$ cat src/rtl/odt_pkg.sv
// odt termination control: shared constants and carrier types
package odt_pkg;
  localparam int HIST_W = 40;
  localparam int LAT_W = 6;
  localparam logic [LAT_W-1:0] ODTL_SUB = 6'h02;
  localparam logic [LAT_W-1:0] CWN_BC4 = 6'h04;
  localparam logic [LAT_W-1:0] CWN_BL8 = 6'h06;
  localparam int SYNC_STAGES = 3;
  localparam logic [2:0] RTT_NOM_OFF = 3'h0;
  localparam logic [1:0] RTT_WR_OFF = 2'h0;
  localparam logic [2:0] RTT_RST = 3'h0;

  // pins sampled on each link clock rising edge
  typedef struct packed {
    logic odt;
    logic wr;
    logic bc4;
  } odt_pin_t;

  // mode register fields that steer termination
  typedef struct packed {
    logic [2:0] rtt_nom;
    logic [1:0] rtt_wr;
    logic [3:0] cwl;
    logic [3:0] al;
  } odt_mode_t;
endpackage

$ cat src/rtl/odt_term_ctl.sv
// odt termination control: pin latencies, dynamic strength switching
// Notes on behaviour
// - termination comes on only once the device stops driving data.
// - dynamic termination is enabled when either write-strength bit is set.
// - nominal strength from mode register 1, write strength from register 2.
// - without a write in progress, nominal strength is applied.
// - termination on and off follow the pin by write latency minus 2.
// - every write command variant triggers strength switching.
// - write strength selected write latency minus 2 after a write.
// - nominal strength returns 4 (chop) or 6 (burst) past turn-off latency.
// - turn-off and strength changes land half a clock after their latency.
// - on timing counts from on latency end, off from off latency end.
// - pin ignored when termination is disabled or in self refresh.
`timescale 1ns/1ns
module odt_term_ctl (
  input wire logic clock,
  input wire logic rst_n,
  input wire logic link_ck,
  input wire odt_pkg::odt_pin_t pins,
  input wire odt_pkg::odt_mode_t mode,
  input wire logic sref,
  input wire logic dq_drive,
  output logic rtt_on_reg,
  output logic rtt_sel_wr_reg,
  output logic [2:0] rtt_value_reg
);
  // three stages on every pin from the link side
  logic [3:0] sync1_reg, sync2_reg, sync3_reg;
  logic ck_stable_reg;
  logic ck_rise, ck_fall;
  odt_pkg::odt_pin_t pin_s;
  logic [odt_pkg::HIST_W-1:0] odt_hist_reg, wr_hist_reg, bc4_hist_reg;
  logic [odt_pkg::HIST_W-1:0] odt_hist_next, wr_hist_next, bc4_hist_next;
  logic [odt_pkg::LAT_W-1:0] odtl, cwn4, cwn8;
  logic odt_mode_en, dyn_en, ignore_pin;
  logic on_due, cnw_due, cwn_due;
  logic term_reg, off_pend_reg, cnw_pend_reg, cwn_pend_reg;

  always_ff @(posedge clock) begin
    if (!rst_n) begin
      sync1_reg <= 4'h0;
      sync2_reg <= 4'h0;
      sync3_reg <= 4'h0;
    end else begin
      sync1_reg <= {link_ck, pins};
      sync2_reg <= sync1_reg;
      sync3_reg <= sync2_reg;
    end
  end

  assign pin_s = sync3_reg[2:0];
  // an edge counts once the second and third stages agree
  assign ck_rise = (sync2_reg[3] == sync3_reg[3]) && sync3_reg[3] &&
                   !ck_stable_reg;
  assign ck_fall = (sync2_reg[3] == sync3_reg[3]) && !sync3_reg[3] &&
                   ck_stable_reg;

  always_ff @(posedge clock) begin
    if (!rst_n)
      ck_stable_reg <= 1'b0;
    else if (sync2_reg[3] == sync3_reg[3])
      ck_stable_reg <= sync3_reg[3];
  end

  assign dyn_en = mode.rtt_wr != odt_pkg::RTT_WR_OFF;
  assign odt_mode_en = (mode.rtt_nom != odt_pkg::RTT_NOM_OFF) || dyn_en;
  assign ignore_pin = sref || !odt_mode_en;
  assign odtl = 6'({2'h0, mode.cwl} + {2'h0, mode.al}) - odt_pkg::ODTL_SUB;
  assign cwn4 = 6'(odtl + odt_pkg::CWN_BC4);
  assign cwn8 = 6'(odtl + odt_pkg::CWN_BL8);

  // taps read the history with this rise already in, else one late
  assign odt_hist_next = {odt_hist_reg[odt_pkg::HIST_W-2:0], pin_s.odt};
  assign wr_hist_next = {wr_hist_reg[odt_pkg::HIST_W-2:0], pin_s.wr};
  assign bc4_hist_next = {bc4_hist_reg[odt_pkg::HIST_W-2:0], pin_s.bc4};

  // one sample per link cycle; next index k is k cycles after registering
  always_ff @(posedge clock) begin
    if (!rst_n) begin
      odt_hist_reg <= '0;
      wr_hist_reg <= '0;
      bc4_hist_reg <= '0;
    end else if (ck_rise) begin
      odt_hist_reg <= odt_hist_next;
      wr_hist_reg <= wr_hist_next;
      bc4_hist_reg <= bc4_hist_next;
    end
  end

  assign on_due = odt_hist_next[odtl];
  assign cnw_due = wr_hist_next[odtl];
  assign cwn_due = (wr_hist_next[cwn4] && bc4_hist_next[cwn4]) ||
                   (wr_hist_next[cwn8] && !bc4_hist_next[cwn8]);

  // on at rise, off at following fall
  always_ff @(posedge clock) begin
    if (!rst_n) begin
      term_reg <= 1'b0;
      off_pend_reg <= 1'b0;
    end else if (ignore_pin) begin
      term_reg <= 1'b0;
      off_pend_reg <= 1'b0;
    end else if (ck_rise) begin
      off_pend_reg <= !on_due;
      if (on_due)
        term_reg <= 1'b1;
    end else if (ck_fall && off_pend_reg) begin
      term_reg <= 1'b0;
      off_pend_reg <= 1'b0;
    end
  end

  // strength changes wait for the falling edge as well
  always_ff @(posedge clock) begin
    if (!rst_n) begin
      cnw_pend_reg <= 1'b0;
      cwn_pend_reg <= 1'b0;
    end else if (ck_rise) begin
      cnw_pend_reg <= cnw_due;
      cwn_pend_reg <= cwn_due;
    end else if (ck_fall) begin
      cnw_pend_reg <= 1'b0;
      cwn_pend_reg <= 1'b0;
    end
  end

  always_ff @(posedge clock) begin
    if (!rst_n)
      rtt_sel_wr_reg <= 1'b0;
    else if (!dyn_en)
      rtt_sel_wr_reg <= 1'b0;
    else if (ck_fall && cnw_pend_reg)
      rtt_sel_wr_reg <= 1'b1;
    else if (ck_fall && cwn_pend_reg)
      rtt_sel_wr_reg <= 1'b0;
  end

  always_ff @(posedge clock) begin
    if (!rst_n) begin
      rtt_on_reg <= 1'b0;
      rtt_value_reg <= odt_pkg::RTT_RST;
    end else begin
      rtt_on_reg <= term_reg && !dq_drive;
      rtt_value_reg <= rtt_sel_wr_reg ? {1'b0, mode.rtt_wr} : mode.rtt_nom;
    end
  end

  AST_DYN_OFF: assert property (@(posedge clock) disable iff (!rst_n)
    !dyn_en |=> !rtt_sel_wr_reg)
    else $error("write strength kept with dynamic termination off");

  AST_NO_SWITCH: assert property (@(posedge clock) disable iff (!rst_n)
    (!dyn_en && ck_fall && cnw_pend_reg) ##1 !dyn_en
    |-> !rtt_sel_wr_reg)
    else $error("write switched strength while dynamic termination off");

  AST_IGNORE: assert property (@(posedge clock) disable iff (!rst_n)
    ignore_pin |=> !term_reg ##1 !rtt_on_reg)
    else $error("termination on while pin must be ignored");

  AST_NO_DRIVE: assert property (@(posedge clock) disable iff (!rst_n)
    dq_drive |=> !rtt_on_reg)
    else $error("termination on while driving data");

  AST_ON_LAT: assert property (@(posedge clock) disable iff (!rst_n)
    (ck_rise && on_due && !ignore_pin) |=> term_reg)
    else $error("termination missed turn-on latency");

  AST_OFF_HALF: assert property (@(posedge clock) disable iff (!rst_n)
    (ck_rise && term_reg && !ignore_pin) |=> term_reg)
    else $error("termination turned off on a rising edge");

  // off at end of off latency
  AST_OFF_LAT: assert property (@(posedge clock) disable iff (!rst_n)
    (ck_fall && off_pend_reg && !ignore_pin && !$past(ck_rise))
    |=> !term_reg)
    else $error("termination missed turn-off latency");

  AST_CNW: assert property (@(posedge clock) disable iff (!rst_n)
    (ck_fall && cnw_pend_reg && dyn_en) |=> rtt_sel_wr_reg)
    else $error("write strength not selected after write latency");

  AST_CWN: assert property (@(posedge clock) disable iff (!rst_n)
    (ck_fall && cwn_pend_reg && !cnw_pend_reg) |=> !rtt_sel_wr_reg)
    else $error("nominal strength not restored after write");

  AST_VALUE: assert property (@(posedge clock) disable iff (!rst_n)
    !rtt_sel_wr_reg |=> rtt_value_reg == $past(mode.rtt_nom))
    else $error("nominal value not taken from mode register 1");

  COV_TERM_ON: cover property (@(posedge clock) disable iff (!rst_n)
    !rtt_on_reg ##1 rtt_on_reg);
  COV_DYN_WRITE: cover property (@(posedge clock) disable iff (!rst_n)
    !rtt_sel_wr_reg ##1 rtt_sel_wr_reg);
  COV_RETURN: cover property (@(posedge clock) disable iff (!rst_n)
    rtt_sel_wr_reg ##1 !rtt_sel_wr_reg);
  COV_READ_GAP: cover property (@(posedge clock) disable iff (!rst_n)
    term_reg && dq_drive);
endmodule // odt_term_ctl

$ cat config.mk
export PLATFORM = sky130hd
export DESIGN_NAME = odt_term_ctl
export DESIGN_NICKNAME = d
export VERILOG_FILES = /design/src/rtl/odt_pkg.sv /design/src/rtl/odt_term_ctl.sv
export SDC_FILE = /design/constraint.sdc
export NUM_CORES = 1
export LEC_CHECK = 0
export BUFFER_PORTS_ARGS = -buffer_cell sky130_fd_sc_hd__buf_2
export CORE_MARGIN = 2
export CORE_UTILIZATION = 35
export CTS_CLUSTER_DIAMETER = 120
export DETAILED_ROUTE_END_ITERATION = 8
export GPL_ROUTABILITY_DRIVEN = 1
export SYNTH_ARGS = -nofsm -noshare
export SYNTH_HDL_FRONTEND = slang
export SYNTH_SLANG_ARGS = --single-unit
$ cat constraint.sdc
create_clock -name clock -period 10 [get_ports clock]
set_input_delay 2 -clock clock [delete_from_list [all_inputs] [get_ports clock]]
set_output_delay 2 -clock clock [all_outputs]
set_load 0.01 [all_outputs]
Word level (Yosys, flattened, before mapping)
Index checks and enable logic that the tools add are counted.
{ "op_classes": {"div": 0, "n_mux": 22, "multipliers": 0, "bitwise_logic": 1, "n_shift": 0, "n_reduce_logical": 28, "n_eq_ne": 2, "order_cmp": 3, "add_sub_neg": 4} }
{ "op_table": {"columns": ["op", "count"], "rows": [
  ["binary-select mux 1 bit (select 6 bit)", 6],
  ["less-than comparator 6 x 7 -> 1 bit, second input constant", 3],
  ["2-to-1 mux 1 bit", 15],
  ["adder 6 x 3 -> 6 bit, second input constant", 2],
  ["logical AND 1 bit", 10],
  ["nonzero test 2 bit", 4],
  ["logical NOT 1 bit", 6],
  ["subtractor 5 x 2 -> 6 bit, second input constant", 1],
  ["adder 4 x 4 -> 5 bit", 1],
  ["AND reduction 2 bit", 2],
  ["OR reduction 2 bit", 2],
  ["logical OR 1 bit", 3],
  ["nonzero test 3 bit", 1],
  ["2-to-1 mux 2 bit", 1],
  ["inequality test 2 x 1 -> 1 bit, second input constant", 1],
  ["equality test 1 bit", 1],
  ["inverter 1 bit", 1]
]} }
{ "word_totals": {"ramBits": 0, "output_inout_bits": 5, "latchBits": 0, "in_bits": 21, "n_memories": 0, "register_bits": 139, "mem_bits_ro": 0} }

Longest topological paths before layout
{ "depth": {"word_depth": 9, "ltp_mapped": 15, "mapped_depth_nobuf": 13} }

Worst setup path before layout
No wires, ideal clock.
{ "synth_path": {"kind": "input port to flip-flop", "startpoint": "in mode[1] (netlist name)", "endpoint": "reg cwn_pend_reg", "setup_ns": 0.059, "path_stages": 15, "required_ns": 9.941, "arrival_ns": 5.201, "path_slack_ns": 4.740, "cell_sequence": "inv_1 ha_1 inv_1 ha_1 fa_1 buf_2 clkinv_1 ha_1 clkbuf_1 mux4_2 mux2_2 o21ai_0 o311ai_0 a21oi_1 o311a_1"} }
{ "synth_between": {"elab_chain_cells": 9} }
{ "synth_lines": {"columns": ["item", "line_no", "text"], "rows": [
  ["start: declaration", "odt_term_ctl.sv:20", "input wire odt_pkg::odt_mode_t mode,"],
  ["adder 4 x 4 -> 5 bit *", "odt_term_ctl.sv:68", "assign odtl = 6'({2'h0, mode.cwl} + {2'h0, mode.al}) - odt_pkg::ODTL_SUB;"],
  ["subtractor 5 x 2 -> 6 bit *", "odt_term_ctl.sv:68", null],
  ["adder 6 x 3 -> 6 bit", "odt_term_ctl.sv:70", "assign cwn8 = 6'(odtl + odt_pkg::CWN_BL8);"],
  ["binary-select mux 1 bit (select 6 bit)", "odt_term_ctl.sv:93", "(wr_hist_next[cwn8] && !bc4_hist_next[cwn8]);"],
  ["2-to-1 mux 1 bit (not written as such)", "odt_term_ctl.sv:93", null],
  ["logical NOT 1 bit", "odt_term_ctl.sv:93", null],
  ["logical AND 1 bit", "odt_term_ctl.sv:93", null],
  ["logical OR 1 bit *", "odt_term_ctl.sv:92", "assign cwn_due = (wr_hist_next[cwn4] && bc4_hist_next[cwn4]) ||"],
  ["2-to-1 mux 1 bit *", "odt_term_ctl.sv:118", "end else if (ck_rise) begin"],
  ["end signal: assignment", "odt_term_ctl.sv:120", "cwn_pend_reg <= cwn_due;"],
  ["end: declaration", "odt_term_ctl.sv:37", "logic term_reg, off_pend_reg, cnw_pend_reg, cwn_pend_reg;"]
]} }
Mark *: on every way between the ends. The rest lies on a longest branch, timed or not. The select of a mux whose other input is x is not followed.
A chain may end at the register's enable or synchronous reset.

Final worst setup path
Same ends and word-level chain as after synthesis.

==> reports/summary.txt <==
Status = complete, no violations
# Post-CTS Setup Buffers = 0
Via density = 5.03
Via count = 4953
Initial detailed-routing violation count = 417
Antenna violations before repair = 0
Die Span Y = 141 microns
CTS hold repair buffers = 0
Placed Area = 0.00679 sq mm
Fill cells = 1829
RePlAce Congestion = 0.768
Pwr dens = 187 mW/mm^2
Global-route wire length before repair = 23300 microns
Nets@finish = 772
Max Cap Violations = 0
FF+latch area = 0.00262 sq mm
Hold Crit Class = reg -> reg
Cell Area, Synth = 0.00660 sq mm
Synth area leader = dfxtp_1
Top post-synthesis cells by area = dfxtp_1 (40%), nand2_1 (13%), a21boi_0 (12%)
Largest net degree at the start of global routing = 132
Worst-case reg-to-reg path depth = 5
Syn nets = 781
Area of the multi-input gates = 0.00360 sq mm
Synth top area share = 39.7%
Area delta synth->final = 13.3%
Top_reg_cell synth = dfxtp_1
Total core area = 0.0186 sq mm
Worst Path Max Fanout = 21
IO Pins = 26
Total die area = 0.0200 sq mm
Sequential fraction of the synthesis area = 39.7%
Clock latency on the worst-skew pair = 0.42 ns
Yosys reg bits = 131
Vias in the first global route = 4505
Synth warnings = 0
DRC Markers = 0
FF-to-FF setup slack = 7.53 ns
Yosys cell types = 56
Clk slew on worst S/H paths = 0.06 ns
Post-CTS Resized = 0
Crit path kind = in -> reg
First-pass DRT Iterations = 4
Clock skew = 0.00751 ns
Slew HR = 26.3%
Post-synthesis cell count = 747
Worst setup path startpoint = mode[1]
H-tree Lvls = 4
Setup TNS = 0 ns
Num CTS Buffers = 17
Final Max Tran Viols = 0
Mean Syn Cell Area = 8.83 sq um
Max IR drop VDD = 0.0986 mV
WL final = 13900 microns
F_max = 0.179 GHz
Crit path arrival time = 5.94 ns
Final period utilization = 55.8%
Worst r2r src = sync2_reg[3]$_SDFF_PN0_
Worst slew pin tran = 1.10 ns
Die width = 141 microns
Total gr overflow = 0
Tmin final = 5.58 ns
Share of layout cells above drive strength 1 = 13.3%
GRT Overall Usage = 14.4%
CTS tree = yes
Critical path required time = 10.36 ns
Antenna diodes = 0
Post-synth EDFFs = 0
Final setup vio count = 0
Post-route design area = 0.00748 sq mm
Clock tree buffer depth = 2
Root buf cell = clkbuf_16
DRT antenna net count = 0
WL/cell = 14.1 microns
CP endpoint = cwn_pend_reg$_SDFFE_PN0P_
CP startpoint kind = primary input
Clock sinks = 131
Final hold vios = 0
Unrepaired setup endpoints after global routing = false
Synth async-reset ratio = 0%
Starting Density = 35.5%
Reg2reg end = cwn_pend_reg$_SDFFE_PN0P_
Leakage power total = 2.48 nW
Port Buffer Count = 25
Standard-cell row count = 50
Critical path endpoint category = flip-flop
Post-DP HPWL = 8500 microns
==> synthesized netlist by cell type, types with 5 or more instances <==
cell type,n
a21boi_0,109
buf_2,5
mux4_2,30
nand3b_1,5
and2_1,12
a21oi_1,6
a31oi_1,7
mux2i_1,8
dfxtp_1,131
o21ai_0,11
nor2b_1,6
inv_1,30
nor3b_1,11
clkbuf_1,40
nand3_1,18
nor2_1,7
nand2_1,235
ha_1,12
o311ai_0,6
==> worst min-delay path by stage <==
stage,startpoint,endpoint,slack [ns],cells past startpoint
after global routing,sync2_reg[1]$_SDFF_PN0_,sync3_reg[1]$_SDFF_PN0_,0.44,1
after floorplan,sync1_reg[0]$_SDFF_PN0_,sync2_reg[0]$_SDFF_PN0_,0.41,1
after CTS,sync2_reg[1]$_SDFF_PN0_,sync3_reg[1]$_SDFF_PN0_,0.43,1
after detailed placement,sync2_reg[1]$_SDFF_PN0_,sync3_reg[1]$_SDFF_PN0_,0.42,1
final,sync1_reg[0]$_SDFF_PN0_,sync2_reg[0]$_SDFF_PN0_,0.43,1
after global placement,sync1_reg[1]$_SDFF_PN0_,sync2_reg[1]$_SDFF_PN0_,0.41,1
==> layer usage <==
layer	up-vias	GRT usage (%)	part of all wire, %
met4	0	4.89	1.3
met5	-	0	0
met2	63	21.5	45
li1	2534	-	-
met3	15	3.44	2.9
met1	2341	20.5	51
==> cell usage in the layout (no fill, tap or decap), drive strengths merged, types with 2 or more instances in the layout <==
master,count
buf,29
nor2b,6
o211ai,3
o311a,2
nand2b,2
nand3b,5
mux4,32
and2,12
a211o,2
nand4,2
a21boi,109
nor2,7
ha,12
clkinv,5
clkinvlp,2
a311oi,3
nor3b,11
a21oi,6
nand2,235
a31oi,7
clkbuf,19
xor2,3
bufinv,7
xnor2,2
nand3,18
o21ai,11
and3b,3
a211oi,3
inv,30
mux2i,8
o311ai,6
dfxtp,131
==> cell type report <==
cell class / count / share of cell area, %
Clock buffer: 19 / 5.79
Clock inverter: 13 / 3.43
Inverter: 31 / 1.56
Multi-Input combinational cell: 528 / 48.1
Sequential cell: 131 / 35.1
Tap cell: 234 / 3.92
Timing Repair Buffer: 29 / 2.11
==> worst max-delay path: stages <==
cell and delay [ns]:
buf_2 0.07, inv_1 0.03, ha_1 0.26, inv_1 0.04, ha_2 0.18, fa_1 0.77, clkinv_1 0.39, ha_1 0.83
mux4_2 0.41, mux2_2 0.27, o21ai_0 0.15, o311ai_0 0.15, a21oi_1 0.19, o311a_1 0.18
==> cells by family after synthesis <==
family / synth area share [%]
mux: 12.4
buf+inv: 6.05
xor+xnor: 0.948
simple gates: 20.3
fa+ha+maj: 2.58
compound gates: 18.0
flops: 39.7
==> report_power, final <==
group	total (mW)	switching [mW]	leakage, nW	internal (mW)
registers	0.526	0.00109	1.06	0.525
clock network	0.725	0.233	0.327	0.493
logic	0.150	0.0896	1.10	0.0604
total	1.40	0.323	2.48	1.08
==> stage by stage <==
stage | utilization, % | cells | hold WS [ns] | power (mW) | setup slack [ns]
after floorplan | - | 747 | 0.412 | 0.663 | 4.74
after CTS | 40.2 | 985 | 0.435 | 1.42 | 4.39
final | 40.2 | 985 | 0.431 | 1.40 | 4.42
after global placement | 36.5 | 953 | 0.414 | 0.687 | 4.09
after detailed placement | 36.5 | 953 | 0.421 | 0.688 | 3.96
after global routing | 40.2 | 985 | 0.439 | 1.46 | 4.02
(Power assumes the default switching activity.)
